File: config.mk
export PLATFORM = sky130hd
export DESIGN_NAME = rlv_top
export DESIGN_NICKNAME = d
export VERILOG_FILES = /design/src/core/rlv_pkg.sv /design/src/core/rlv_sec_tick.sv /design/src/core/rlv_level_disp.sv /design/src/core/rlv_top.sv
export SDC_FILE = /design/constraint.sdc
export NUM_CORES = 1
export LEC_CHECK = 0
export BUFFER_PORTS_ARGS = -buffer_cell sky130_fd_sc_hd__buf_2
export CAP_MARGIN = 10
export CORE_MARGIN = 2
export CORE_UTILIZATION = 35
export DETAILED_ROUTE_END_ITERATION = 7
export GPL_ROUTABILITY_DRIVEN = 0
export HOLD_SLACK_MARGIN = 0.15
export SLEW_MARGIN = 10
export SYNTH_ARGS = -nofsm -noshare
export SYNTH_HDL_FRONTEND = slang
export SYNTH_SLANG_ARGS = --single-unit
File: constraint.sdc
create_clock -name CLK_SYS_IN -period 14.73 [get_ports CLK_SYS_IN]
set_input_delay 2.2095 -clock CLK_SYS_IN [delete_from_list [all_inputs] [get_ports CLK_SYS_IN]]
set_output_delay 2.2095 -clock CLK_SYS_IN [all_outputs]
set_load 0.01 [all_outputs]
File: src/core/rlv_pkg.sv
// Behaviour
// Displayed level steps 50..100% from actual level in bands of sixteen, except the top band 80..100.
// Raise and lower lamps follow the raise and lower outputs exactly.
// Prelube entry closes the valve for preset seconds, 0..100, default 50.
// Ramp duration accepts 3 to 15 minutes, default 8 minutes.
// After 3 minutes run, low level ramps target linearly up to setpoint.
// Zone 1 parameters apply while level error is at most 9%.
// Error above 9% switches to zone 2 parameters immediately.
// Zone 2 to zone 1 needs 60 continuous seconds at or below 9%.
// Zone state reports zone 1, zone 2, transition, or off when stopped.
// Transition exposes seconds left in the 60 second qualification.
// Manual raise, lower, hold keys enter manual mode and command the valve.
// Auto key returns level control to automatic mode.
// Status shows whether level control is manual or automatic.
// In proportional band, level change compared with open or close limit.
// Per period, level change compared with open or close rate limit.
// Run time splits into control periods; decisions made once per period.
// Lower drives the valve open, raise drives it closed.
// Raise and lower never both active; hold releases both.
// All timers run from a one-second tick and clear on reset.
package rlv_pkg;
	localparam int unsigned CLK_PERIOD_NS = 20;
	localparam int unsigned SEC_NS = 1_000_000_000;
	localparam int unsigned TICK_CYCLES = SEC_NS / CLK_PERIOD_NS;
	localparam int unsigned SEC_PER_MIN = 60;
	localparam int unsigned BYPASS_MIN = 3;
	localparam logic [7:0] BYPASS_S = 8'(BYPASS_MIN * SEC_PER_MIN);
	localparam int unsigned LVL_W = 7;
	localparam int unsigned ADDR_W = 8;
	localparam logic [6:0] LVL_MAX = 7'h64;
	// Zone error limit 9 %, qualification 60 s
	localparam logic [6:0] ZONE_ERR_MAX = 7'h09;
	localparam logic [7:0] ZONE_QUAL_S = 8'h3c;
	localparam logic [6:0] PRESET_MAX = 7'h64;
	localparam logic [6:0] PRESET_DEF = 7'h32;
	localparam logic [3:0] RAMP_LO = 4'h3;
	localparam logic [3:0] RAMP_DEF = 4'h8;
	localparam logic [6:0] SETPT_DEF = 7'h32;
	localparam logic [15:0] PERIOD_DEF = 16'h050a;
	localparam logic [23:0] PLIM_DEF = 24'h0a0202;
	localparam logic [31:0] RLIM_DEF = 32'h04040202;
	// Display band tops and shown values
	localparam logic [6:0] DB0 = 7'h0f;
	localparam logic [6:0] DB1 = 7'h1f;
	localparam logic [6:0] DB2 = 7'h2f;
	localparam logic [6:0] DB3 = 7'h3f;
	localparam logic [6:0] DB4 = 7'h4f;
	localparam logic [6:0] DV0 = 7'h32;
	localparam logic [6:0] DV1 = 7'h3c;
	localparam logic [6:0] DV2 = 7'h46;
	localparam logic [6:0] DV3 = 7'h50;
	localparam logic [6:0] DV4 = 7'h5a;
	localparam logic [6:0] DV5 = 7'h64;
	// Register byte addresses
	localparam logic [7:0] A_CTRL = 8'h00;
	localparam logic [7:0] A_SETPT = 8'h04;
	localparam logic [7:0] A_PRESET = 8'h08;
	localparam logic [7:0] A_RAMP = 8'h0c;
	localparam logic [7:0] A_PERIOD = 8'h10;
	localparam logic [7:0] A_PLIM = 8'h14;
	localparam logic [7:0] A_RLIM = 8'h18;
	localparam logic [7:0] A_KEY = 8'h1c;
	localparam logic [7:0] A_STATUS = 8'h20;
	// Field positions
	localparam int unsigned CTRL_PRELUBE = 0;
	localparam int unsigned CTRL_RUN = 1;
	localparam int unsigned KEY_RAISE = 0;
	localparam int unsigned KEY_LOWER = 1;
	localparam int unsigned KEY_HOLD = 2;
	localparam int unsigned KEY_AUTO = 3;
	localparam int unsigned ST_MAN = 0;
	localparam int unsigned ST_RAISE = 1;
	localparam int unsigned ST_LOWER = 2;
	localparam int unsigned ST_PRESET = 3;
	localparam int unsigned ST_ZONE = 4;
	localparam int unsigned ST_RAMP = 6;
	localparam int unsigned ST_REM = 8;
	localparam int unsigned ST_TGT = 16;
	localparam int unsigned ST_DISP = 24;
	localparam logic [1:0] RESP_OKAY = 2'h0;
	localparam logic [1:0] RESP_SLVERR = 2'h2;
	typedef enum logic [1:0] {
		CMD_HOLD = 2'b00,
		CMD_RAISE = 2'b01,
		CMD_LOWER = 2'b10
	} rlv_cmd_e;
	typedef enum logic [1:0] {
		ZN_OFF = 2'b00,
		ZN_ONE = 2'b01,
		ZN_TWO = 2'b10,
		ZN_TWO_ONE = 2'b11
	} rlv_zone_e;
endpackage

File: src/core/rlv_sec_tick.sv
module rlv_sec_tick #(
	parameter int unsigned CYCLES = 50
) (
	// Clock and reset
	input wire logic clk_in,
	input wire logic rst_in,
	// One-cycle pulse per second
	output logic tick_out
);
	import rlv_pkg::*;
	localparam int unsigned CW = $clog2(CYCLES);
	logic [CW-1:0] cnt_ff;

	if (CYCLES < 2) begin : g_bad
		$error("rlv_sec_tick needs CYCLES of at least 2");
	end

	always_ff @(posedge clk_in) begin
		if (rst_in) begin
			cnt_ff <= '0;
			tick_out <= 1'b0;
		end else if (cnt_ff == CW'(CYCLES - 1)) begin
			cnt_ff <= '0;
			tick_out <= 1'b1;
		end else begin
			cnt_ff <= cnt_ff + 1'b1;
			tick_out <= 1'b0;
		end
	end
endmodule

File: src/core/rlv_level_disp.sv
module rlv_level_disp
(
	// Clock and reset
	input wire logic clk_in,
	input wire logic rst_in,
	// Actual and shown level, percent
	input wire logic [rlv_pkg::LVL_W-1:0] level_in,
	output logic [rlv_pkg::LVL_W-1:0] disp_out
);
	import rlv_pkg::*;

	always_ff @(posedge clk_in) begin
		if (rst_in) begin
			disp_out <= DV0;
		end else if (level_in <= DB0) begin
			disp_out <= DV0;
		end else if (level_in <= DB1) begin
			disp_out <= DV1;
		end else if (level_in <= DB2) begin
			disp_out <= DV2;
		end else if (level_in <= DB3) begin
			disp_out <= DV3;
		end else if (level_in <= DB4) begin
			disp_out <= DV4;
		end else begin
			disp_out <= DV5;
		end
	end
endmodule

File: src/core/rlv_top.sv
// Decided for this implementation: the AXI4-Lite slave port and the register offsets.
module rlv_top #(
	parameter int unsigned TICK_CYC = rlv_pkg::TICK_CYCLES
) (
	// Clock and reset
	input wire logic CLK_SYS_IN,
	input wire logic SYS_RST_IN,
	// AXI4-Lite write
	input wire logic [rlv_pkg::ADDR_W-1:0] AWADDR_IN,
	input wire logic AWVALID_IN,
	output logic AWREADY_OUT,
	input wire logic [31:0] WDATA_IN,
	input wire logic [3:0] WSTRB_IN,
	input wire logic WVALID_IN,
	output logic WREADY_OUT,
	output logic [1:0] BRESP_OUT,
	output logic BVALID_OUT,
	input wire logic BREADY_IN,
	// AXI4-Lite read
	input wire logic [rlv_pkg::ADDR_W-1:0] ARADDR_IN,
	input wire logic ARVALID_IN,
	output logic ARREADY_OUT,
	output logic [31:0] RDATA_OUT,
	output logic [1:0] RRESP_OUT,
	output logic RVALID_OUT,
	input wire logic RREADY_IN,
	// Level sensor, percent
	input wire logic [rlv_pkg::LVL_W-1:0] LEVEL_IN,
	// Valve actuator
	output logic RAISE_OUT,
	output logic LOWER_OUT,
	// Panel indications
	output logic RAISE_LED_OUT,
	output logic LOWER_LED_OUT,
	output logic MANUAL_OUT,
	output logic [1:0] ZONE_OUT,
	output logic [7:0] ZONE_REM_OUT,
	output logic [rlv_pkg::LVL_W-1:0] DISP_LEVEL_OUT
);
	import rlv_pkg::*;

	if (TICK_CYC < 2) begin : g_bad
		$error("rlv_top needs TICK_CYC of at least 2");
	end

	function automatic logic [31:0] merge(input logic [31:0] old,
		input logic [31:0] nw, input logic [3:0] strb);
		logic [31:0] r;
		r = old;
		for (int i = 0; i < 4; i++) begin
			if (strb[i]) begin
				r[8*i +: 8] = nw[8*i +: 8];
			end
		end
		return r;
	endfunction

	function automatic logic [6:0] abs_diff(input logic [6:0] a,
		input logic [6:0] b);
		return (a > b) ? a - b : b - a;
	endfunction

	function automatic logic [7:0] word_of(input logic [7:0] a);
		return {a[7:2], 2'b00};
	endfunction

	// Bus state
	logic awready_ff, wready_ff, arready_ff;
	logic [7:0] aw_addr_ff;
	logic [31:0] w_data_ff;
	logic [3:0] w_strb_ff;
	logic wr_en, wr_hit;
	logic [31:0] rd_data;
	logic rd_hit;
	// Programmed values
	logic [1:0] ctrl_ff;
	logic [6:0] setpt_ff, preset_ff;
	logic [3:0] ramp_ff;
	logic [15:0] period_ff;
	logic [23:0] plim_ff;
	logic [31:0] rlim_ff;
	// Control state
	logic tick;
	logic prelube_d_ff;
	logic [6:0] preset_cnt_ff;
	logic [7:0] run_s_ff;
	logic ramp_on_ff;
	logic [6:0] ramp_tgt_ff, ramp_step_ff;
	logic [9:0] ramp_tot_ff, ramp_el_ff, ramp_acc_ff, nxt_acc;
	logic [6:0] target, err, lvl_prev_ff, drop, rise;
	logic over, per_end, run;
	logic [7:0] per_cnt_ff, per_len;
	rlv_zone_e zone_ff;
	logic [7:0] rem_ff;
	rlv_cmd_e auto_cmd_ff, man_cmd_ff, nxt_cmd;
	logic manual_ff;
	logic [31:0] merged;
	logic [6:0] disp;

	rlv_sec_tick #(
		.CYCLES(TICK_CYC)
	) u_tick (
		.clk_in(CLK_SYS_IN),
		.rst_in(SYS_RST_IN),
		.tick_out(tick)
	);

	rlv_level_disp u_disp (
		.clk_in(CLK_SYS_IN),
		.rst_in(SYS_RST_IN),
		.level_in(LEVEL_IN),
		.disp_out(disp)
	);

	assign DISP_LEVEL_OUT = disp;
	assign run = ctrl_ff[CTRL_RUN];

	// Write fires once both halves are held and no response is pending
	assign wr_en = !awready_ff && !wready_ff && !BVALID_OUT;
	assign merged = merge(32'h0, w_data_ff, w_strb_ff);

	always_comb begin
		wr_hit = 1'b1;
		if (word_of(aw_addr_ff) == A_CTRL) begin
			wr_hit = 1'b1;
		end else if (word_of(aw_addr_ff) == A_SETPT) begin
			wr_hit = 1'b1;
		end else if (word_of(aw_addr_ff) == A_PRESET) begin
			wr_hit = 1'b1;
		end else if (word_of(aw_addr_ff) == A_RAMP) begin
			wr_hit = 1'b1;
		end else if (word_of(aw_addr_ff) == A_PERIOD) begin
			wr_hit = 1'b1;
		end else if (word_of(aw_addr_ff) == A_PLIM) begin
			wr_hit = 1'b1;
		end else if (word_of(aw_addr_ff) == A_RLIM) begin
			wr_hit = 1'b1;
		end else if (word_of(aw_addr_ff) == A_KEY) begin
			wr_hit = 1'b1;
		end else begin
			wr_hit = 1'b0;
		end
	end

	always_ff @(posedge CLK_SYS_IN) begin
		if (SYS_RST_IN) begin
			awready_ff <= 1'b1;
			wready_ff <= 1'b1;
			aw_addr_ff <= '0;
			w_data_ff <= '0;
			w_strb_ff <= '0;
			BVALID_OUT <= 1'b0;
			BRESP_OUT <= RESP_OKAY;
		end else begin
			if (AWVALID_IN && awready_ff) begin
				awready_ff <= 1'b0;
				aw_addr_ff <= AWADDR_IN;
			end
			if (WVALID_IN && wready_ff) begin
				wready_ff <= 1'b0;
				w_data_ff <= WDATA_IN;
				w_strb_ff <= WSTRB_IN;
			end
			if (wr_en) begin
				BVALID_OUT <= 1'b1;
				BRESP_OUT <= wr_hit ? RESP_OKAY : RESP_SLVERR;
			end else if (BVALID_OUT && BREADY_IN) begin
				BVALID_OUT <= 1'b0;
				awready_ff <= 1'b1;
				wready_ff <= 1'b1;
			end
		end
	end

	assign AWREADY_OUT = awready_ff;
	assign WREADY_OUT = wready_ff;

	always_ff @(posedge CLK_SYS_IN) begin
		if (SYS_RST_IN) begin
			ctrl_ff <= '0;
			setpt_ff <= SETPT_DEF;
			preset_ff <= PRESET_DEF;
			ramp_ff <= RAMP_DEF;
			period_ff <= PERIOD_DEF;
			plim_ff <= PLIM_DEF;
			rlim_ff <= RLIM_DEF;
		end else if (wr_en) begin
			if (word_of(aw_addr_ff) == A_CTRL) begin
				ctrl_ff <= 2'(merge({30'h0, ctrl_ff}, w_data_ff,
					w_strb_ff));
			end else if (word_of(aw_addr_ff) == A_SETPT) begin
				setpt_ff <= (merged[6:0] > LVL_MAX || |merged[31:7]) ?
					LVL_MAX : merged[6:0];
			end else if (word_of(aw_addr_ff) == A_PRESET) begin
				preset_ff <= (merged[6:0] > PRESET_MAX ||
					|merged[31:7]) ? PRESET_MAX : merged[6:0];
			end else if (word_of(aw_addr_ff) == A_RAMP) begin
				if (|merged[31:4]) begin
					ramp_ff <= 4'hf;
				end else if (merged[3:0] < RAMP_LO) begin
					ramp_ff <= RAMP_LO;
				end else begin
					ramp_ff <= merged[3:0];
				end
			end else if (word_of(aw_addr_ff) == A_PERIOD) begin
				period_ff <= 16'(merge({16'h0, period_ff}, w_data_ff,
					w_strb_ff));
			end else if (word_of(aw_addr_ff) == A_PLIM) begin
				plim_ff <= 24'(merge({8'h0, plim_ff}, w_data_ff,
					w_strb_ff));
			end else if (word_of(aw_addr_ff) == A_RLIM) begin
				rlim_ff <= merge(rlim_ff, w_data_ff, w_strb_ff);
			end
		end
	end

	always_comb begin
		rd_data = '0;
		rd_hit = 1'b1;
		if (word_of(ARADDR_IN) == A_CTRL) begin
			rd_data[1:0] = ctrl_ff;
		end else if (word_of(ARADDR_IN) == A_SETPT) begin
			rd_data[6:0] = setpt_ff;
		end else if (word_of(ARADDR_IN) == A_PRESET) begin
			rd_data[6:0] = preset_ff;
		end else if (word_of(ARADDR_IN) == A_RAMP) begin
			rd_data[3:0] = ramp_ff;
		end else if (word_of(ARADDR_IN) == A_PERIOD) begin
			rd_data[15:0] = period_ff;
		end else if (word_of(ARADDR_IN) == A_PLIM) begin
			rd_data[23:0] = plim_ff;
		end else if (word_of(ARADDR_IN) == A_RLIM) begin
			rd_data = rlim_ff;
		end else if (word_of(ARADDR_IN) == A_KEY) begin
			rd_data = '0;
		end else if (word_of(ARADDR_IN) == A_STATUS) begin
			rd_data[ST_MAN] = manual_ff;
			rd_data[ST_RAISE] = RAISE_OUT;
			rd_data[ST_LOWER] = LOWER_OUT;
			rd_data[ST_PRESET] = |preset_cnt_ff;
			rd_data[ST_ZONE +: 2] = zone_ff;
			rd_data[ST_RAMP] = ramp_on_ff;
			rd_data[ST_REM +: 8] = rem_ff;
			rd_data[ST_TGT +: 7] = target;
			rd_data[ST_DISP +: 7] = disp;
		end else begin
			rd_hit = 1'b0;
		end
	end

	always_ff @(posedge CLK_SYS_IN) begin
		if (SYS_RST_IN) begin
			arready_ff <= 1'b1;
			RVALID_OUT <= 1'b0;
			RDATA_OUT <= '0;
			RRESP_OUT <= RESP_OKAY;
		end else if (ARVALID_IN && arready_ff) begin
			arready_ff <= 1'b0;
			RVALID_OUT <= 1'b1;
			RDATA_OUT <= rd_data;
			RRESP_OUT <= rd_hit ? RESP_OKAY : RESP_SLVERR;
		end else if (RVALID_OUT && RREADY_IN) begin
			arready_ff <= 1'b1;
			RVALID_OUT <= 1'b0;
		end
	end

	assign ARREADY_OUT = arready_ff;

	// Valve preset pulse, started by the rising edge of prelube
	always_ff @(posedge CLK_SYS_IN) begin
		if (SYS_RST_IN) begin
			prelube_d_ff <= 1'b0;
			preset_cnt_ff <= '0;
		end else begin
			prelube_d_ff <= ctrl_ff[CTRL_PRELUBE];
			if (ctrl_ff[CTRL_PRELUBE] && !prelube_d_ff) begin
				preset_cnt_ff <= preset_ff;
			end else if (tick && |preset_cnt_ff) begin
				preset_cnt_ff <= preset_cnt_ff - 7'h01;
			end
		end
	end

	// Run time, saturating at the start bypass
	always_ff @(posedge CLK_SYS_IN) begin
		if (SYS_RST_IN || !run) begin
			run_s_ff <= '0;
		end else if (tick && run_s_ff != BYPASS_S) begin
			run_s_ff <= run_s_ff + 8'h01;
		end
	end

	// Ramp steps one percent whenever the error accumulator wraps
	assign nxt_acc = ramp_acc_ff + {3'h0, ramp_step_ff};

	always_ff @(posedge CLK_SYS_IN) begin
		if (SYS_RST_IN || !run) begin
			ramp_on_ff <= 1'b0;
			ramp_tgt_ff <= '0;
			ramp_step_ff <= '0;
			ramp_tot_ff <= '0;
			ramp_el_ff <= '0;
			ramp_acc_ff <= '0;
		end else if (tick && run_s_ff == BYPASS_S - 8'h01) begin
			if (LEVEL_IN < setpt_ff) begin
				ramp_on_ff <= 1'b1;
				ramp_tgt_ff <= LEVEL_IN;
				ramp_step_ff <= setpt_ff - LEVEL_IN;
				ramp_tot_ff <= 10'(ramp_ff * SEC_PER_MIN);
				ramp_el_ff <= '0;
				ramp_acc_ff <= '0;
			end
		end else if (tick && ramp_on_ff) begin
			ramp_el_ff <= ramp_el_ff + 10'h001;
			if (ramp_el_ff + 10'h001 == ramp_tot_ff) begin
				ramp_on_ff <= 1'b0;
			end
			if (nxt_acc >= ramp_tot_ff) begin
				ramp_acc_ff <= nxt_acc - ramp_tot_ff;
				ramp_tgt_ff <= ramp_tgt_ff + 7'h01;
			end else begin
				ramp_acc_ff <= nxt_acc;
			end
		end
	end

	assign target = (ramp_on_ff && ramp_tgt_ff < setpt_ff) ?
		ramp_tgt_ff : setpt_ff;
	assign err = abs_diff(LEVEL_IN, target);
	assign over = err > ZONE_ERR_MAX;

	always_ff @(posedge CLK_SYS_IN) begin
		if (SYS_RST_IN || !run) begin
			zone_ff <= ZN_OFF;
			rem_ff <= '0;
		end else begin
			case (zone_ff)
				ZN_OFF: begin
					zone_ff <= over ? ZN_TWO : ZN_ONE;
				end
				ZN_ONE: begin
					if (over) begin
						zone_ff <= ZN_TWO;
					end
				end
				ZN_TWO: begin
					if (!over) begin
						zone_ff <= ZN_TWO_ONE;
						rem_ff <= ZONE_QUAL_S;
					end
				end
				ZN_TWO_ONE: begin
					if (over) begin
						zone_ff <= ZN_TWO;
						rem_ff <= '0;
					end else if (tick) begin
						if (rem_ff == 8'h01) begin
							zone_ff <= ZN_ONE;
						end
						rem_ff <= rem_ff - 8'h01;
					end
				end
				default: begin
					zone_ff <= ZN_OFF;
				end
			endcase
		end
	end

	// Transition still runs on zone 2 settings until qualified
	assign per_len = (zone_ff == ZN_ONE) ? period_ff[7:0] : period_ff[15:8];
	assign per_end = tick && (per_cnt_ff + 8'h01 >= per_len);

	always_ff @(posedge CLK_SYS_IN) begin
		if (SYS_RST_IN || !run) begin
			per_cnt_ff <= '0;
		end else if (per_end) begin
			per_cnt_ff <= '0;
		end else if (tick) begin
			per_cnt_ff <= per_cnt_ff + 8'h01;
		end
	end

	assign drop = (lvl_prev_ff > LEVEL_IN) ? lvl_prev_ff - LEVEL_IN : '0;
	assign rise = (LEVEL_IN > lvl_prev_ff) ? LEVEL_IN - lvl_prev_ff : '0;

	// Open further only while the level is falling too slowly
	always_ff @(posedge CLK_SYS_IN) begin
		if (SYS_RST_IN || !run) begin
			auto_cmd_ff <= CMD_HOLD;
			lvl_prev_ff <= LEVEL_IN;
		end else if (per_end) begin
			lvl_prev_ff <= LEVEL_IN;
			if (LEVEL_IN > target && err <= plim_ff[23:16]) begin
				auto_cmd_ff <= ({1'b0, drop} < plim_ff[7:0]) ?
					CMD_LOWER : CMD_HOLD;
			end else if (LEVEL_IN < target && err <= plim_ff[23:16]) begin
				auto_cmd_ff <= ({1'b0, rise} < plim_ff[15:8]) ?
					CMD_RAISE : CMD_HOLD;
			end else if (LEVEL_IN > target) begin
				auto_cmd_ff <= ({1'b0, drop} < ((zone_ff == ZN_ONE) ?
					rlim_ff[7:0] : rlim_ff[23:16])) ?
					CMD_LOWER : CMD_HOLD;
			end else if (LEVEL_IN < target) begin
				auto_cmd_ff <= ({1'b0, rise} < ((zone_ff == ZN_ONE) ?
					rlim_ff[15:8] : rlim_ff[31:24])) ?
					CMD_RAISE : CMD_HOLD;
			end else begin
				auto_cmd_ff <= CMD_HOLD;
			end
		end
	end

	always_ff @(posedge CLK_SYS_IN) begin
		if (SYS_RST_IN) begin
			manual_ff <= 1'b0;
			man_cmd_ff <= CMD_HOLD;
		end else if (wr_en && word_of(aw_addr_ff) == A_KEY) begin
			if (merged[KEY_AUTO]) begin
				manual_ff <= 1'b0;
			end else if (merged[KEY_HOLD]) begin
				manual_ff <= 1'b1;
				man_cmd_ff <= CMD_HOLD;
			end else if (merged[KEY_RAISE]) begin
				manual_ff <= 1'b1;
				man_cmd_ff <= CMD_RAISE;
			end else if (merged[KEY_LOWER]) begin
				manual_ff <= 1'b1;
				man_cmd_ff <= CMD_LOWER;
			end
		end
	end

	always_comb begin
		if (manual_ff) begin
			nxt_cmd = man_cmd_ff;
		end else if (|preset_cnt_ff) begin
			nxt_cmd = CMD_RAISE;
		end else if (run) begin
			nxt_cmd = auto_cmd_ff;
		end else begin
			nxt_cmd = CMD_HOLD;
		end
	end

	// Single command value keeps the pair exclusive
	always_ff @(posedge CLK_SYS_IN) begin
		if (SYS_RST_IN) begin
			RAISE_OUT <= 1'b0;
			LOWER_OUT <= 1'b0;
			RAISE_LED_OUT <= 1'b0;
			LOWER_LED_OUT <= 1'b0;
			MANUAL_OUT <= 1'b0;
			ZONE_OUT <= ZN_OFF;
			ZONE_REM_OUT <= '0;
		end else begin
			RAISE_OUT <= nxt_cmd == CMD_RAISE;
			LOWER_OUT <= nxt_cmd == CMD_LOWER;
			RAISE_LED_OUT <= nxt_cmd == CMD_RAISE;
			LOWER_LED_OUT <= nxt_cmd == CMD_LOWER;
			MANUAL_OUT <= manual_ff;
			ZONE_OUT <= zone_ff;
			ZONE_REM_OUT <= rem_ff;
		end
	end
endmodule

Yosys cells after proc, flatten, opt, wreduce, memory -nomap -nowiden
Cells that the tools add are included.
Storage, ports and cells
  output and inout port bits: 63
  input bits: 66
  bits in registers: 313
Operators by class
  reductions and logical operators: 66
  add/subtract/negate cells: 14
  multiplexer cells: 121
  equality and inequality tests: 30
  bitwise operators: 7
  $mul: 1
  $lt $le $gt $ge: 21
Operator list (number)
  2-to-1 mux 7 bit: 21
  2-to-1 mux 24 bit: 6
  2-to-1 mux 8 bit: 11
  2-to-1 mux 10 bit: 6
  2-to-1 mux 25 bit: 2
  == test 6 x 3 -> 1 bit, second input constant: 8
  2-to-1 mux 1 bit: 41
  2-to-1 mux 2 bit: 20
  AND reduction 9 bit: 4
  subtractor 7 bit: 5
  less-than comparator 7 x 8 -> 1 bit: 4
  2-to-1 mux 16 bit: 2
  2-to-1 mux 32 bit: 1
  2-to-1 mux 15 bit: 2
  2-to-1 mux 30 bit: 1
  2-to-1 mux 28 bit: 1
  OR reduction 28 bit: 1
  adder 26 x 1 -> 26 bit, second input constant: 1
  == test 26 bit, second input constant: 1
  OR reduction 25 bit: 1
  == test 6 x 2 -> 1 bit, second input constant: 4
  AND reduction 8 bit: 3
  greater-than comparator 7 bit: 3
  less-than comparator 7 bit: 3
  other kinds (52): 108

Depth between registers and ports, before layout
Gate-level depths: netlist of run 1.
  word-level depth: 17
  mapped depth: 29

By module
From an unflattened synthesis of run 1, not the netlist that was laid out.
Second synthesis, totals
  cell total of the unflattened synthesis: 2116
  area, all modules: 17581.9 µm²
Modules (own cells, without submodules)
  rlv_top: times used 1, area an instance 16114.2 µm², sequential area each 5575.3 µm², cells each 1953
  rlv_sec_tick: times used 1, area an instance 1244.9 µm², sequential area each 540.5 µm², cells each 141
  rlv_level_disp: times used 1, area an instance 222.7 µm², sequential area each 120.1 µm², cells each 22

Worst setup path before layout of run 1
OpenSTA, ideal clock, no wires.
  path kind: input port to flip-flop
  start point: in LEVEL_IN[4] (netlist name)
  end point: reg auto_cmd_ff[0]
  cell stages on the path: 18
  buffers on the path: 3
  arrival time: 5.384 ns
  slack: 9.286 ns
  data required time: 14.670 ns
  cell sequence: clkbuf_1 -> inv_1 -> ha_1 -> clkbuf_1 -> a21o_1 -> a21o_1 -> a221oi_1 -> or2_2 -> clkbuf_1 -> nor2_1 -> ha_1 -> a21o_1 -> a211oi_1 -> nand2_1 -> a31oi_1 -> a211oi_1 -> mux2i_1 -> a32o_1
Between the ends
  word-level cells in the longest chain between the ends: 8
  elaborated cells between the ends (all ways): 19
  those cells by class: 3 x add/sub; 6 x order compare; 8 x mux; 2 x reduce/logical
Ends and longest elaborated chain
  from (decl): line rlv_top.sv:28  | input wire logic [rlv_pkg::LVL_W-1:0] LEVEL_IN,
  subtractor 7 bit or greater-than comparator 7 bit (tied branches): line rlv_top.sv:386  | assign rise = (LEVEL_IN > lvl_prev_ff) ? LEVEL_IN - lvl_prev_ff : '0;
  2-to-1 mux 7 bit: line rlv_top.sv:386
  less-than comparator 7 x 8 -> 1 bit: line rlv_top.sv:406  | auto_cmd_ff <= ({1'b0, rise} < ((zone_ff == ZN_ONE) ?
  2-to-1 mux 1 bit: line rlv_top.sv:407  | rlim_ff[15:8] : rlim_ff[31:24])) ?
  2-to-1 mux 1 bit: line rlv_top.sv:405  | end else if (LEVEL_IN < target) begin
  2-to-1 mux 2 bit: line rlv_top.sv:401  | end else if (LEVEL_IN > target) begin
  2-to-1 mux 2 bit: line rlv_top.sv:398  | end else if (LEVEL_IN < target && err <= plim_ff[23:16]) begin
  2-to-1 mux 2 bit (*): line rlv_top.sv:395  | if (LEVEL_IN > target && err <= plim_ff[23:16]) begin
  to (signal assigned): line rlv_top.sv:396  | auto_cmd_ff <= ({1'b0, drop} < plim_ff[7:0]) ?
  to (signal assigned): line rlv_top.sv:399  | auto_cmd_ff <= ({1'b0, rise} < plim_ff[15:8]) ?
  to (signal assigned): line rlv_top.sv:402  | auto_cmd_ff <= ({1'b0, drop} < ((zone_ff == ZN_ONE) ?
  to (decl): line rlv_top.sv:95  | rlv_cmd_e auto_cmd_ff, man_cmd_ff, nxt_cmd;
Mark *: on every way between the ends. The rest lies on a longest branch, timed or not.
A chain may end at the register's enable or synchronous reset.

Worst setup path after layout of run 1
  start point: reg setpt_ff[1]
  end point: reg auto_cmd_ff[1]
Between the ends
  word-level cells in the longest chain between the ends: 9
  elaborated cells between the ends (all ways): 14
  those cells by class: 2 x add/sub; 4 x order compare; 5 x mux; 3 x reduce/logical
Ends and longest elaborated chain
  from (decl): line rlv_top.sv:77  | logic [6:0] setpt_ff, preset_ff;
  from (signal assigned): line rlv_top.sv:192  | setpt_ff <= (merged[6:0] > LVL_MAX || |merged[31:7]) ?
  less-than comparator 7 bit: line rlv_top.sv:328  | assign target = (ramp_on_ff && ramp_tgt_ff < setpt_ff) ?
  logical AND 1 bit: line rlv_top.sv:328
  2-to-1 mux 7 bit (*): line rlv_top.sv:328
  subtractor 7 bit or greater-than comparator 7 bit (tied branches): line rlv_top.sv:60, rlv_top.sv:395, rlv_top.sv:401
  2-to-1 mux 7 bit: line rlv_top.sv:60  | return (a > b) ? a - b : b - a;
  less-or-equal comparator 7 x 8 -> 1 bit: line rlv_top.sv:395, rlv_top.sv:398
  logical AND 1 bit: line rlv_top.sv:398
  2-to-1 mux 2 bit: line rlv_top.sv:398
  2-to-1 mux 2 bit (*): line rlv_top.sv:395
Marks and branches as above.

==> metrics, run 1 <==
Period Utilization, post-route 45.3%; TritonRoute pass-1 iters 6; synth unique cells 80; TNS Setup 0 ps; most frequent cells in the layout dfxtp_1 (301), nand2_1 (243), nor2_1 (224); EDFF count, synth 7; DR vias/cell 5.40; CTS tree done; DRT iter0 DRCs 1304; RSZ-0062 raised after global routing no; HPWL after DPL 38.1 mm; total CTS buffers 37; Tightest Hold Check Type reg2reg; Residual DRC 0; DIE AREA 51100 um2; relative slew slack 21.9%; area grow syn2layout 14.0%; Tot Pwr 2.03 mW; CP required 15210 ps; Synthesis Warnings 0; count of hold buffers inserted by post-cts repair 0; Clock Tree Buf Depth 3; final setup vio count 0; PD cells 103 nW/um2; Critical Path End Type flop; clock sinks roughly 310; GRT Util Overall between 20% and 30%; layout cell share with drive strength beyond 1 11.2%; Fin. Hold Viols 0; startpoint types flop; Avg Inst Size Synth between 8 and 9 um2; Worst-Margin Slew between 1000 and 1500 ps; IO Pins 129; Yosys reg bits 308; Layout Nets roughly 2400; number of global-route vias before repair 14700; most used flip-flop cell after synthesis dfxtp_1; min Tclk post-route approximately 6700 ps; Netlist Area Pre-Place roughly 17000 um2; worst slack at placement 8290 ps; Post-Synthesis Cells 2100; FMAX roughly 150 MHz; Die Span Y 226 um; status finished, final reports clean; initial antenna violation count 1; cts repair resizes 0; largest net degree at the start of global routing 86; first-pass GRT wire length ~82 mm; Core Area 48800 um2; Max Cap Violations 0; Root Buffer clkbuf_16; routed len/inst around 18 um; Worst-Skew Late Latency 580 ps; Worst Path Max Fanout 21; final worst slack 8060 ps; Die X 226 um; Clock transition at path regs 60 ps; Buffers on Ports between 100 and 150; fraction of registers with async set or reset after synthesis 0%; CTS H-Tree Depth 2; Pleak ~8 nW; Min Hold Slack 449 ps; Crit Path Class reg2reg; Routed Antenna Nets 0; final wirelength 51.3 mm; Slew Limit Fails 0; Peak supply drop between 0.00008 and 0.00009 V; Post-CTS Setup Repair Bufs 0; Starting Density between 30% and 40%; clock skew 26.6 ps; DR vias ~15000; post-synthesis sequential area ratio 36.1%; # rows 81; CP arrival 7150 ps; leading cell type in the layout, fill and taps excluded dfxtp_1; Inserted Diodes 0; total gr overflow 0
-- report_power, final --
group / total (mW) / internal (mW) / switching (mW)
Clock: 0.976 / 0.588 / 0.388
Sequential: 0.867 / 0.848 / 0.0185
Combinational: 0.188 / 0.0708 / 0.117
-- cells by family after synthesis --
kind of cell | after synthesis | synth area share (%)
simple gates | 786 | 21.4
compound gates | 484 | 18.1
flops | 308 | 36.1
buf+inv | 218 | 5.01
fa+ha+maj | 130 | 9.94
xor+xnor | 91 | 4.62
mux | 82 | 4.81
other cells | 1 | 0.0217
-- synth_stat cells, types with 16 or more instances --
| cell type | n | area share [%] |
|---|---|---|
| dfxtp_1 | 301 | 35 |
| xor2_1 | 49 | 2.5 |
| nand3b_1 | 16 | 0.70 |
| nor2_1 | 225 | 4.9 |
| o21ai_0 | 55 | 1.6 |
| nor2b_1 | 26 | 0.94 |
| mux2i_1 | 74 | 4.3 |
| nand3_1 | 93 | 2.7 |
| a21o_1 | 38 | 1.7 |
| clkbuf_1 | 89 | 1.9 |
| and3_1 | 26 | 0.94 |
| a21oi_1 | 216 | 6.3 |
| nand2b_1 | 20 | 0.72 |
| a211o_1 | 20 | 1.0 |
| nand4_1 | 21 | 0.76 |
| ha_1 | 118 | 8.6 |
| inv_1 | 104 | 2.3 |
| nand2_1 | 244 | 5.3 |
| nor3_1 | 40 | 1.2 |
| a22oi_1 | 23 | 1.0 |
| a211oi_1 | 18 | 0.78 |
| xnor2_1 | 42 | 2.1 |
-- per-layer routing --
layer	global-route usage, %	vias up	share of wire, %	routed length (um)
met5	0	-	0.025	13
met2	30.8	499	43	22100
met1	28.7	7316	46	23800
met3	2.64	95	6.6	3380
li1	-	7490	-	-
met4	8.38	2	4.0	2070
-- worst max-delay path, stage by stage, from the launching register on --
cell and delay, ps:
dfxtp_1 500, inv_1 140, ha_1 310, a21o_1 150
a21o_1 170, a21o_1 170, a21o_1 170, a21o_1 180
a21oi_2 830, mux2i_1 620, inv_1 110, ha_1 340
nand2b_1 100, a211o_1 310, a31oi_4 410, nand2_2 180
a311oi_4 430, inv_1 90, ha_1 300, nand4_1 90
o211ai_1 400, o221ai_1 210, o21a_1 170, o22ai_1 180
-- per-stage QoR --
step,util [%],area [um2],cells
3_3_place_gp,37.6,18400,2787
2_1_floorplan,-,17300,2102
3_5_place_dp,37.6,18400,2787
4_1_cts,40.3,19700,2852
6_report,40.3,19700,2852
5_1_grt,40.3,19700,2852
-- worst paths after layout --
kind | start | to | slack (ps) | depth (start not counted)
hold reg to reg | man_cmd_ff[0] | man_cmd_ff[0] | 450 | 2
setup / recovery | setpt_ff[1] | auto_cmd_ff[1] | 8060 | 23
hold / removal | man_cmd_ff[0] | man_cmd_ff[0] | 450 | 2
setup reg to reg | setpt_ff[1] | auto_cmd_ff[1] | 8060 | 23
-- state kept, by name (all words and copies together) (netlist names), 10 cells and up --
register and flops:
ramp_el_ff 10, ramp_acc_ff 10, period_ff 16, RDATA_OUT 32, plim_ff 24, w_data_ff 32, rlim_ff 32, u_tick.cnt_ff 26
-- cell type report --
type | instances | area, um2
Clock buffer | 48 | 1030
Fill cell | 5018 | 29200
Sequential cell | 308 | 6240
Inverter | 104 | 390
Tap cell | 664 | 831
Clock inverter | 17 | 273
Multi-Input combinational cell | 1576 | 10200
Timing Repair Buffer | 135 | 717
(Power assumes the default switching activity.)
==> inputs of run 2 (changes only) <==
Clock period 14.73 ns to 6.6 ns, I/O delays scaled along.
==> run 2 against run 1 <==
Combinational power grew 120%; clock-buffer cell count increased by 4; via count is 0.59% higher; largest cell class unchanged.
==> metrics, run 2 (synthesis gave the netlist of run 1 again) <==
largest registers RDATA_OUT: 32 flops, rlim_ff: 32 flops, w_data_ff: 32 flops; TNS Setup 0 ps; GRT Util Overall between 20% and 30%; worst setup path endpoint auto_cmd_ff[1]; relative slew slack 22.8%; clock skew about 18 ps; Tightest Hold Check Type reg2reg; RSZ-0062 raised after global routing no; design area 19500 um2; Routed Antenna Nets 0; area grow syn2layout 13.0%; critical path startpoint setpt_ff[1]; final setup vio count 0; family with the most delay on the worst path compound AO/OA/AOI/OAI gates; Buffers on Ports 121; Die X 226 um; DR vias between 15000 and 20000; Fillers around 5000; Worst Path Max Fanout 10; first-pass GRT wire length 81.1 mm; Layout Nets 2359; CTS H-Tree Depth 2; Starting Density 35.3%; count of hold buffers inserted by post-cts repair 0; total CTS buffers 36; HPWL after DPL ~39 mm; DR vias/cell roughly 5.4; FMAX 165 MHz; status finished, final reports clean; FF-to-FF End auto_cmd_ff[1]; Worst-Margin Slew 1160 ps; Worst R2R Path Depth 26; total gr overflow 0; Post-CTS Setup Repair Bufs 0; Fin. Hold Viols 0; clock sinks ~300; DIE AREA 51100 um2; CP bufs+invs 2; Period Utilization, post-route 91.9%; Peak supply drop 0.000196 V; Core Area 48800 um2; # rows 81; TritonRoute pass-1 iters 6; register-to-register setup slack 530 ps; startpoint types flop; Crit Path Class reg2reg; layout cell share with drive strength beyond 1 10.9%; final wirelength ~52 mm; Die Span Y ~230 um; DRT iter0 DRCs 1374; Pleak about 8 nW; number of global-route vias before repair 14400; most frequent cells in the layout dfxtp_1 (301), nand2_1 (244), nor2_1 (224); Slowest-stage cell, CP mux2i_1; CP arrival 6530 ps; worst stage delay on the critical path between 500 and 600 ps; Clock transition at path regs approximately 60 ps; min Tclk post-route 6070 ps; Worst-Skew Late Latency between 500 and 600 ps; routed len/inst 18.2 um; PD cells approximately 220 nW/um2; Stages on worst setup path 26; cell mode on critical path a21o_1; Slew Limit Fails 0; Critical Path End Type flop; largest net degree at the start of global routing approximately 110; RR Startpoint setpt_ff[1]; Inserted Diodes 0; Max Cap Violations 0; Post-DP Area 18400 um2; CTS tree done; leading cell type in the layout, fill and taps excluded dfxtp_1; initial antenna violation count 1; Clock Tree Buf Depth 3; Residual DRC 0; cts repair resizes 0; Root Buffer clkbuf_16; CP required 7060 ps; IO Pins approximately 130
[run 2: cell type report]
class / count / area, um2 / area share [%]
Tap cell: 664 / 831 / 4.26
Sequential cell: 308 / 6240 / 32.0
Multi-Input combinational cell: 1576 / 10200 / 52.3
Timing Repair Buffer: 137 / 732 / 3.75
Clock inverter: 12 / 111 / 0.571
Inverter: 104 / 390 / 2.00
Clock buffer: 52 / 1010 / 5.18
[run 2: worst register-to-register path, cell delays in order, from the launching register on]
cell      delay [ps]
dfxtp_1          480
inv_1            130
ha_1             310
a21o_1           150
a21o_1           170
a21o_1           170
a21o_1           160
a21o_1           180
a21oi_2          440
mux2i_1          570
inv_1            100
ha_1             330
nand2b_1         110
a211o_1          330
a31oi_4          370
nand2_2          170
o21ai_0          230
xnor2_1          180
ha_1             280
o21ai_0           80
nand2b_1          80
a21oi_1          140
o21ai_0           90
o211ai_1         210
o221ai_1         200
o21a_1           150
o22ai_1          180
[run 2: power breakdown]
group	leakage, nW	internal (mW)	switching, mW
registers	2.51	1.89	0.0386
clock network	0.551	1.11	0.816
logic	4.84	0.159	0.260
[run 2: stage by stage]
stage	total power [mW]	setup slack [ps]	util [%]	hold slack, ps	cells
2_1_floorplan	2.25	1470	-	427	2102
3_3_place_gp	2.37	814	37.6	439	2789
3_5_place_dp	2.38	670	37.6	441	2789
4_1_cts	4.32	630	39.9	449	2853
5_1_grt	4.45	51.4	39.9	474	2853
6_report	4.28	534	39.9	448	2853
[run 2: layer usage]
metal | GRT usage [%] | share of wire, % | up-vias
li1 | - | - | 7491
met4 | 7.28 | 3.3 | 2
met5 | 0 | 0.025 | -
met1 | 28.2 | 46 | 7338
met3 | 3.54 | 7.6 | 102
met2 | 31.2 | 43 | 560
[run 2: worst min path at each step]
stage / startpoint / endpoint / cells past startpoint
floorplan: man_cmd_ff[0] / man_cmd_ff[0] / 2
global placement: man_cmd_ff[0] / man_cmd_ff[0] / 2
detailed placement: man_cmd_ff[0] / man_cmd_ff[0] / 2
CTS: man_cmd_ff[0] / man_cmd_ff[0] / 2
global route: man_cmd_ff[0] / man_cmd_ff[0] / 2
finish: man_cmd_ff[0] / man_cmd_ff[0] / 2
